`src/verilog/ser_cfg_pkg.sv`:
```
// Purpose: Shared constants and types for the serializer global configuration registers.
// Assumes: 8-bit register port with byte-wide addresses, one clock.
// Notes:   Offsets and fields follow the register map of the block.
package ser_cfg_pkg;
  localparam logic [7:0] ADDR_ID      = 8'h00;
  localparam logic [7:0] ADDR_RST     = 8'h01;
  localparam logic [7:0] ADDR_GEN     = 8'h02;
  localparam int         ID_LSB       = 1;
  localparam int         OVR_BIT      = 0;
  localparam int         RELOAD_BIT   = 2;
  localparam int         RST1_BIT     = 1;
  localparam int         RST0_BIT     = 0;
  localparam int         CONT_BIT     = 6;
  localparam int         LANE_LSB     = 4;
  localparam int         CRC_BIT      = 1;
  localparam int         VSEL_BIT     = 0;
  localparam logic [4:0] RST_RSVD_RST = 5'h00;
  localparam logic [1:0] LANE_RST     = 2'h3;
  localparam logic       CRC_RST      = 1'b1;
  localparam logic       CONT_RST     = 1'b0;
  localparam logic       OVR_RST      = 1'b0;
  localparam int         PULSE_CYC    = 2;

  typedef struct packed {
    logic       wr;
    logic       rd;
    logic [7:0] addr;
    logic [7:0] wdata;
  } reg_req_t;

  typedef struct packed {
    logic       clock_lane_continuous_sel;
    logic [1:0] lane_sel;
    logic       crc_tx_enable;
    logic       i2c_level_sel;
    logic [6:0] own_target_address;
  } cfg_out_t;
endpackage : ser_cfg_pkg

```
`src/verilog/ser_global_cfg.sv`:
```
// Purpose: Global configuration registers: target address, reset commands, lane setup.
// Assumes: Register port driven by the I2C target logic on sys_clk; straps are pins.
// Notes:   Summary of operation follows.
// Summary of operation
// - Address field always shows address in use.
// - Address writable only while override set.
// - Override bit selects strap or programmed address.
// - Bit two launches ROM reload, self-clears.
// - Bit one resets logic and registers.
// - Bit zero resets logic, keeps registers.
// - Strap fields load from sampled strap pins.
// - Bit six selects continuous clock lane.
// - Bits five-four select lane count, default four.
// - Bit one enables transmit CRC, default on.
// - Bit zero shows strapped I2C level, writable.
`timescale 1ns/1ps
module ser_global_cfg
  import ser_cfg_pkg::*;
#(
  parameter int PULSE_LEN = ser_cfg_pkg::PULSE_CYC
) (
  // Clock and reset
  input  wire logic                 sys_clk,
  input  wire logic                 rst,
  // Strap pins, asynchronous
  input  wire logic [6:0]           strap_address,
  input  wire logic                 address_strap_pin,
  // Register port from the I2C target
  input  wire ser_cfg_pkg::reg_req_t req,
  output ser_cfg_pkg::cfg_out_t     cfg,
  output logic [7:0]                rdata,
  output logic                      rdata_valid,
  // Commands to the rest of the device
  output logic                      rom_reload_cmd,
  output logic                      logic_reset_out,
  output logic                      strap_done
);
  import ser_cfg_pkg::*;

  // Strap synchronisers; first stage read only by the second.
  logic [7:0] strap_s1_ff;
  logic [7:0] strap_s2_ff;
  logic       strap_done_ff;
  // Register state.
  logic [6:0] addr_prog_ff;
  logic [6:0] addr_strap_ff;
  logic       level_strap_ff;
  logic       override_ff;
  logic [4:0] rst_rsvd_ff;
  logic       gen_rsvd7_ff;
  logic [1:0] gen_rsvd32_ff;
  logic       cont_ff;
  logic [1:0] lane_ff;
  logic       crc_ff;
  logic       level_ff;
  logic       reg_reset_ff;
  logic       pulse_reload;
  logic       pulse_rst1;
  logic       pulse_rst0;

  // Offset decodes are shared by the write strobes and the read selector.
  wire        hit_id    = (req.addr == ADDR_ID);
  wire        hit_rst   = (req.addr == ADDR_RST);
  wire        hit_gen   = (req.addr == ADDR_GEN);

  wire        reg_rst   = rst || reg_reset_ff;
  wire        wr_id     = req.wr && hit_id;
  wire        wr_rst    = req.wr && hit_rst;
  wire        wr_gen    = req.wr && hit_gen;
  wire        go_reload = wr_rst && req.wdata[RELOAD_BIT];
  wire        go_rst1   = wr_rst && req.wdata[RST1_BIT];
  wire        go_rst0   = wr_rst && req.wdata[RST0_BIT];
  wire [6:0]  addr_used = override_ff ? addr_prog_ff : addr_strap_ff;
  wire [7:0]  id_word   = {addr_used, override_ff};
  // Command bits read back as one only while their pulse runs, then as zero.
  wire [7:0]  rst_word  = {rst_rsvd_ff, pulse_reload, pulse_rst1, pulse_rst0};
  wire [7:0]  gen_word  = {gen_rsvd7_ff, cont_ff, lane_ff, gen_rsvd32_ff, crc_ff, level_ff};
  wire [7:0]  rd_mux    = hit_id  ? id_word  :
                          hit_rst ? rst_word :
                          hit_gen ? gen_word : 8'h00;

  // Straps sampled through two flops, captured once after reset release.
  always_ff @(posedge sys_clk) begin
    strap_s1_ff <= {address_strap_pin, strap_address};
    strap_s2_ff <= strap_s1_ff;
  end

  // The latched straps are the defaults of the strap-set fields.
  always_ff @(posedge sys_clk) begin
    if (rst) begin
      strap_done_ff  <= 1'b0;
      addr_strap_ff  <= 7'h00;
      level_strap_ff <= 1'b0;
    end else if (!strap_done_ff) begin
      strap_done_ff  <= 1'b1;
      addr_strap_ff  <= strap_s2_ff[6:0];
      level_strap_ff <= strap_s2_ff[7];
    end
  end

  // Register-file reset by bit one is held one cycle in a flop to avoid a loop.
  // Bit zero needs no local action: only the outgoing pulse resets the logic.
  always_ff @(posedge sys_clk) begin
    if (rst) begin
      reg_reset_ff <= 1'b0;
    end else begin
      reg_reset_ff <= go_rst1;
    end
  end

  // The address field follows the override bit as it stood before the write, so
  // setting override and a new address takes two writes; with override clear the
  // programmed copy tracks the strap, so setting override keeps the address steady.
  always_ff @(posedge sys_clk) begin
    if (reg_rst) begin
      override_ff  <= OVR_RST;
      addr_prog_ff <= 7'h00;
    end else if (wr_id) begin
      override_ff <= req.wdata[OVR_BIT];
      if (override_ff) begin
        addr_prog_ff <= req.wdata[7:ID_LSB];
      end else begin
        addr_prog_ff <= addr_strap_ff;
      end
    end else if (!override_ff) begin
      addr_prog_ff <= addr_strap_ff;
    end
  end

  // Reserved bits are plain storage and read back what was last written.
  always_ff @(posedge sys_clk) begin
    if (reg_rst) begin
      rst_rsvd_ff <= RST_RSVD_RST;
    end else if (wr_rst) begin
      rst_rsvd_ff <= req.wdata[7:3];
    end
  end

  // Level bit reloads from strap when captured; later writes override it.
  // A register wipe returns it to the latched strap rather than a fixed zero,
  // since its default is the strap; the pins themselves are not sampled again.
  // Nothing stops a local host from writing it; keeping such writes on the
  // back channel is left to the host side.
  always_ff @(posedge sys_clk) begin
    if (reg_rst) begin
      gen_rsvd7_ff  <= 1'b0;
      cont_ff       <= CONT_RST;
      lane_ff       <= LANE_RST;
      gen_rsvd32_ff <= 2'h0;
      crc_ff        <= CRC_RST;
      level_ff      <= level_strap_ff;
    end else if (wr_gen) begin
      gen_rsvd7_ff  <= req.wdata[7];
      cont_ff       <= req.wdata[CONT_BIT];
      lane_ff       <= req.wdata[LANE_LSB +: 2];
      gen_rsvd32_ff <= req.wdata[3:2];
      crc_ff        <= req.wdata[CRC_BIT];
      level_ff      <= req.wdata[VSEL_BIT];
    end else if (!strap_done_ff) begin
      level_ff <= strap_s2_ff[7];
    end
  end

  // No read-to-clear or latched fields exist in these three registers.
  always_ff @(posedge sys_clk) begin
    if (rst) begin
      rdata       <= 8'h00;
      rdata_valid <= 1'b0;
    end else begin
      rdata       <= req.rd ? rd_mux : rdata;
      rdata_valid <= req.rd;
    end
  end

  // Every field leaves through a flop, so downstream sees a write one cycle late.
  always_ff @(posedge sys_clk) begin
    if (rst) begin
      cfg        <= '0;
      strap_done <= 1'b0;
    end else begin
      cfg.clock_lane_continuous_sel <= cont_ff;
      cfg.lane_sel                  <= lane_ff;
      cfg.crc_tx_enable             <= crc_ff;
      cfg.i2c_level_sel             <= level_ff;
      cfg.own_target_address        <= addr_used;
      strap_done                    <= strap_done_ff;
    end
  end

  // Both digital resets leave on one line; the register wipe of bit one is local.
  // A command arriving while its own pulse runs is dropped, not queued.
  always_ff @(posedge sys_clk) begin
    if (rst) begin
      rom_reload_cmd  <= 1'b0;
      logic_reset_out <= 1'b0;
    end else begin
      rom_reload_cmd  <= pulse_reload;
      logic_reset_out <= pulse_rst1 || pulse_rst0;
    end
  end

  // One stretcher per command bit.
  cmd_pulse #(.LEN(PULSE_LEN)) u_reload (
    .sys_clk (sys_clk),
    .rst     (rst),
    .start   (go_reload),
    .pulse   (pulse_reload)
  );
  cmd_pulse #(.LEN(PULSE_LEN)) u_rst1 (
    .sys_clk (sys_clk),
    .rst     (rst),
    .start   (go_rst1),
    .pulse   (pulse_rst1)
  );
  cmd_pulse #(.LEN(PULSE_LEN)) u_rst0 (
    .sys_clk (sys_clk),
    .rst     (rst),
    .start   (go_rst0),
    .pulse   (pulse_rst0)
  );
endmodule : ser_global_cfg

```
`src/verilog/cmd_pulse.sv`:
```
// Purpose: Stretches a one-cycle command into a fixed-length pulse.
// Assumes: Single clock, synchronous active-high reset.
// Notes:   Busy is high while the pulse runs, so the command bit reads back as one.
`timescale 1ns/1ps
module cmd_pulse #(
  parameter int LEN = 2
) (
  // Clock and reset
  input  wire logic sys_clk,
  input  wire logic rst,
  // Command
  input  wire logic start,
  output logic      pulse
);
  logic [7:0] cnt_ff;
  wire        busy = (cnt_ff != 8'h00);

  always_ff @(posedge sys_clk) begin
    if (rst) begin
      cnt_ff <= 8'h00;
    end else if (start && !busy) begin
      cnt_ff <= 8'(LEN);
    end else if (busy) begin
      cnt_ff <= cnt_ff - 8'h01;
    end
  end

  always_ff @(posedge sys_clk) begin
    if (rst) begin
      pulse <= 1'b0;
    end else begin
      pulse <= (start && !busy) || (cnt_ff > 8'h01);
    end
  end
endmodule : cmd_pulse

```
`config.mk`:
```
export PLATFORM = sky130hd
export DESIGN_NAME = ser_global_cfg
export DESIGN_NICKNAME = d
export VERILOG_FILES = /design/src/verilog/ser_cfg_pkg.sv /design/src/verilog/ser_global_cfg.sv /design/src/verilog/cmd_pulse.sv
export SDC_FILE = /design/constraint.sdc
export NUM_CORES = 1
export LEC_CHECK = 0
export BUFFER_PORTS_ARGS = -buffer_cell sky130_fd_sc_hd__buf_4
export CAP_MARGIN = 20
export CORE_ASPECT_RATIO = 0.75
export CORE_UTILIZATION = 51
export CTS_CLUSTER_SIZE = 30
export DETAILED_ROUTE_END_ITERATION = 10
export PLACE_DENSITY_LB_ADDON = 0.15
export SETUP_SLACK_MARGIN = 0.4
export SYNTH_ARGS = -nofsm -noshare
export SYNTH_HDL_FRONTEND = slang
export SYNTH_SLANG_ARGS = --single-unit
```
`constraint.sdc`:
```
create_clock -name sys_clk -period 1.85 [get_ports sys_clk]
set_clock_uncertainty 0.05 [all_clocks]
set_input_delay 0.4625 -clock sys_clk [delete_from_list [all_inputs] [get_ports sys_clk]]
set_output_delay 0.4625 -clock sys_clk [all_outputs]
set_load 0.02 [all_outputs]
```
==> parameters.txt <==
Parameter                              Value

GRT
  Gr usage total ... 30.0%
  Vias in the first global route ... 3,745
  Aggregate global routing overflow ... 0
  Global-route wire length before repair ... 19,100 um
  Number of antenna violations at the first check in global routing ... 0
  Pin count of the biggest net entering global routing ... 21

Layout
  Post-route non-filler standard cell count ... 636
  Fill cells ... 395
  Ant. Diodes ... 0
  Area overhead of the layout relative to synthesis ... 53.9%
  Share of post-route cells with drive strength above 1 ... 47.1%
  Post-layout utilization of the core ... 81.9%
  # nets final ... 567

Timing
  Pins over their slew limit ... 0
  Worst hold-check slack ... 0.127 ns
  Share of the cycle needed by the critical path after routing ... 91.1%
  Slew at the pin closest to its max-slew limit ... 0.571 ns
  Shortest clock period the worst path allows after layout ... 1.68 ns
  Fmax ... 594 MHz
  Hold Vio Cnt, Final ... 0
  Max transition margin ... 61.9%
  Setup repair after global routing missed its margin ... yes
  Total of endpoints with negative setup slack in the final report ... 0

Clock network
  Clk_lat worst skew ... 0.38 ns
  Number of buffers on the longest clock path ... 2
  CTS tree ... done
  Clock slew seen by the registers of the worst setup and hold paths ... 0.10 ns
  TritonCTS buffer count ... 9
  Number of buffers inserted for hold repair after clock tree synthesis ... 0
  H-Tree Level Count ... 3
  Sink Count ... 98
  Clock Tree Root ... sky130_fd_sc_hd__clkbuf_8

Synthesis
  Number of enable flip-flop cells after synthesis ... 1
  Yosys top cell by area ... sky130_fd_sc_hd__dfxtp_1
  Flip-flop and latch count after synthesis ... 98
  Post-Syn Nets ... 451
  Synthesized area per cell ... 9.55 sq um
  Top cells by count, synth ... sky130_fd_sc_hd__dfxtp_1, sky130_fd_sc_hd__nor2_1, sky130_fd_sc_hd__a21oi_1
  Yosys top cell area share ... 49.1%
  Sequential fraction of the synthesis area ... 49.9%
  Distinct cell type count of the synthesized netlist ... 48
  Cell types occupying the most area after synthesis ... sky130_fd_sc_hd__dfxtp_1, sky130_fd_sc_hd__nand4_1, sky130_fd_sc_hd__o31ai_1
  Leading cell type by number of instances after synthesis ... sky130_fd_sc_hd__dfxtp_1
  Total standard cell area after synthesis ... 3950 sq um
  Warnings from Yosys ... 0
  Prevailing post-synth register cell ... sky130_fd_sc_hd__dfxtp_1
  Count of mapped cells out of synthesis ... 414
  Synth async-reset ratio ... 0%

Route
  Pre-Repair DR Iteration Count ... 8
  Detail-routed net length per standard cell ... 21.9 um
  Routed wire length ... 13,900 um
  Iteration-0 DRC Markers ... 462
  Post-DRT Antenna Nets ... 0
  Ratio of routed vias to standard cells ... 6.43
  Drc violations ... 0
  Via Count ... 4,092

Setup path
  Worst path top cell family by delay ... simple AND/OR/NAND/NOR gates
  Critical Path AT ... 1.92 ns
  Cell type of the slowest stage on the worst timing path ... sky130_fd_sc_hd__or3b_4
  Worst path max stage delay ... 0.40 ns
  Data required, critical path ... 2.09 ns
  Number of buffer and inverter stages on the critical path ... 1
  Ordered cell list for the critical path ... inv_2 > ha_4 > or3b_4 > or2_4 > a221oi_2
  Max FO, Critical Path ... 3
  Start-to-end type of the worst setup path ... reg -> reg
  Nature of the critical path startpoint ... register
  Type of element capturing the critical path ... register

Floorplanning
  Core area ... 7430 sq um
  Count of pins on the block boundary ... 52
  Die height ... 78.2 um
  Width of the chip ... 104 um
  Initial Util ... 53.2%
  Core Rows ... 27
  Die Outline Area ... 8110 sq um

Power and ir drop
  Power density relative to cell area ... 1180 nW/um^2
  LEAKAGE ... 2.33 nW
  Maximum resistive drop on vdd ... 903 uV

Run
  Max-cap violation count ... 0

Worst hold path
  Worst min-delay path category ... in -> reg

Placement
  Dpl cells ... 569
  I/O Buffers ... 51
  Global placer's final weighted congestion ... 0.890
  Final HPWL from detailed placement ... 6760 um

Run status
  Run status ... completed
-- worst register-to-register path, delay by kind of cell (launching register included) --
| family | cells | cell delay (ns) |
|---|---|---|
| compound gates | 1 | 0.27 |
| fa+ha+maj | 1 | 0.15 |
| buf+inv | 1 | 0.09 |
| flops | 1 | 0.35 |
| simple gates | 2 | 0.69 |
-- path summary, 6_finish.rpt --
kind / startpoint / endpoint / slack, ns / cells past startpoint
worst min register to register: strap_s1_ff[3]$_DFF_P_ / strap_s2_ff[3]$_DFF_P_ / 0.29 / 0
worst max register to register: u_rst1.cnt_ff[0]$_SDFFE_PP0P_ / u_rst1.cnt_ff[1]$_SDFFE_PP0P_ / 0.17 / 5
worst max-delay path: u_rst1.cnt_ff[0]$_SDFFE_PP0P_ / u_rst1.cnt_ff[1]$_SDFFE_PP0P_ / 0.17 / 5
worst min-delay path: strap_address[5] / strap_s1_ff[5]$_DFF_P_ / 0.13 / 1
-- area by class of cell --
type	count	area, sq um	share of cell area (%)
Multi-Input combinational cell	277	2430	40.0
Sequential cell	98	2010	33.0
Timing Repair Buffer	134	1280	21.0
Tap cell	101	126	2.08
Clock buffer	9	124	2.04
Clock inverter	7	78.8	1.30
Inverter	10	40.0	0.658
-- placed cells by master (no fill, tap or decap), drive strengths merged, types with 3 or more instances in the layout --
cell      n
or3       9
inv      14
clkbuf   10
or4       8
a31oi    11
a21oi    30
ha        9
nand4    28
mux2i    15
clkinv    3
a32o      8
nand2b    9
nor2b    17
nor4      9
nand3     3
nor3      4
o41ai     4
xnor2     6
buf     133
o31ai    22
or2       4
o21ai    20
nor2     34
nor3b     5
nand3b    3
dfxtp    97
or3b      3
-- registers in the layout (all words and copies together) (netlist names), 2 cells and up --
name,count
cfg,12
strap_s2_ff,8
strap_s1_ff,8
u_reload.cnt_ff,8
addr_strap_ff,7
rdata,8
rst_rsvd_ff,5
u_rst1.cnt_ff,8
gen_rsvd32_ff,2
u_rst0.cnt_ff,8
addr_prog_ff,7
lane_ff,2
-- layer usage --
layer / global-route usage (%) / vias to the layer above / wire length (um)
met4: 12.4 / 0 / 612
met5: 0 / - / 0
li1: - / 1784 / -
met2: 47.7 / 275 / 6420
met3: 10.5 / 65 / 1320
met1: 37.4 / 1968 / 5550
-- kinds of logic after synthesis --
| kind of cell | after synthesis | synth area share [%] |
|---|---|---|
| AND/OR/NAND/NOR | 141 | 21.0 |
| AO/OA/AOI/OAI | 106 | 17.4 |
| flip-flops | 98 | 49.9 |
| buffers and inverters | 39 | 3.74 |
| multiplexers | 15 | 3.80 |
| adder cells (fa/ha/maj) | 9 | 2.85 |
| XOR/XNOR | 6 | 1.33 |
-- stage by stage --
| stage | total power [mW] | setup TNS, ns | instance area [sq um] | setup slack, ns |
|---|---|---|---|---|
| 2_1_floorplan | 3.90 | -0.0470 | 4080 | -0.0470 |
| 3_3_place_gp | 4.25 | -0.700 | 4700 | -0.177 |
| 3_5_place_dp | 4.32 | -1.25 | 4700 | -0.209 |
| 4_1_cts | 6.48 | 0 | 5650 | 0.260 |
| 5_1_grt | 7.47 | 0 | 6080 | 0.143 |
| 6_report | 7.18 | 0 | 6080 | 0.165 |
-- power by group --
| part | switching (mW) | total, mW | internal (mW) |
|---|---|---|---|
| logic | 1.47 | 3.05 | 1.58 |
| registers | 0.304 | 2.72 | 2.42 |
| clock network | 0.871 | 1.41 | 0.540 |
-- repair_timing --
item | CTS | global route
buffers inserted | 28 | 16
pin swaps | 58 | 34
hold endpoints to repair | 0 | 0
gates resized for setup | 88 | 58
setup endpoints to repair | 56 | 58
cloned | 6 | 1
Note: power is estimated with default switching activity, not from simulation.
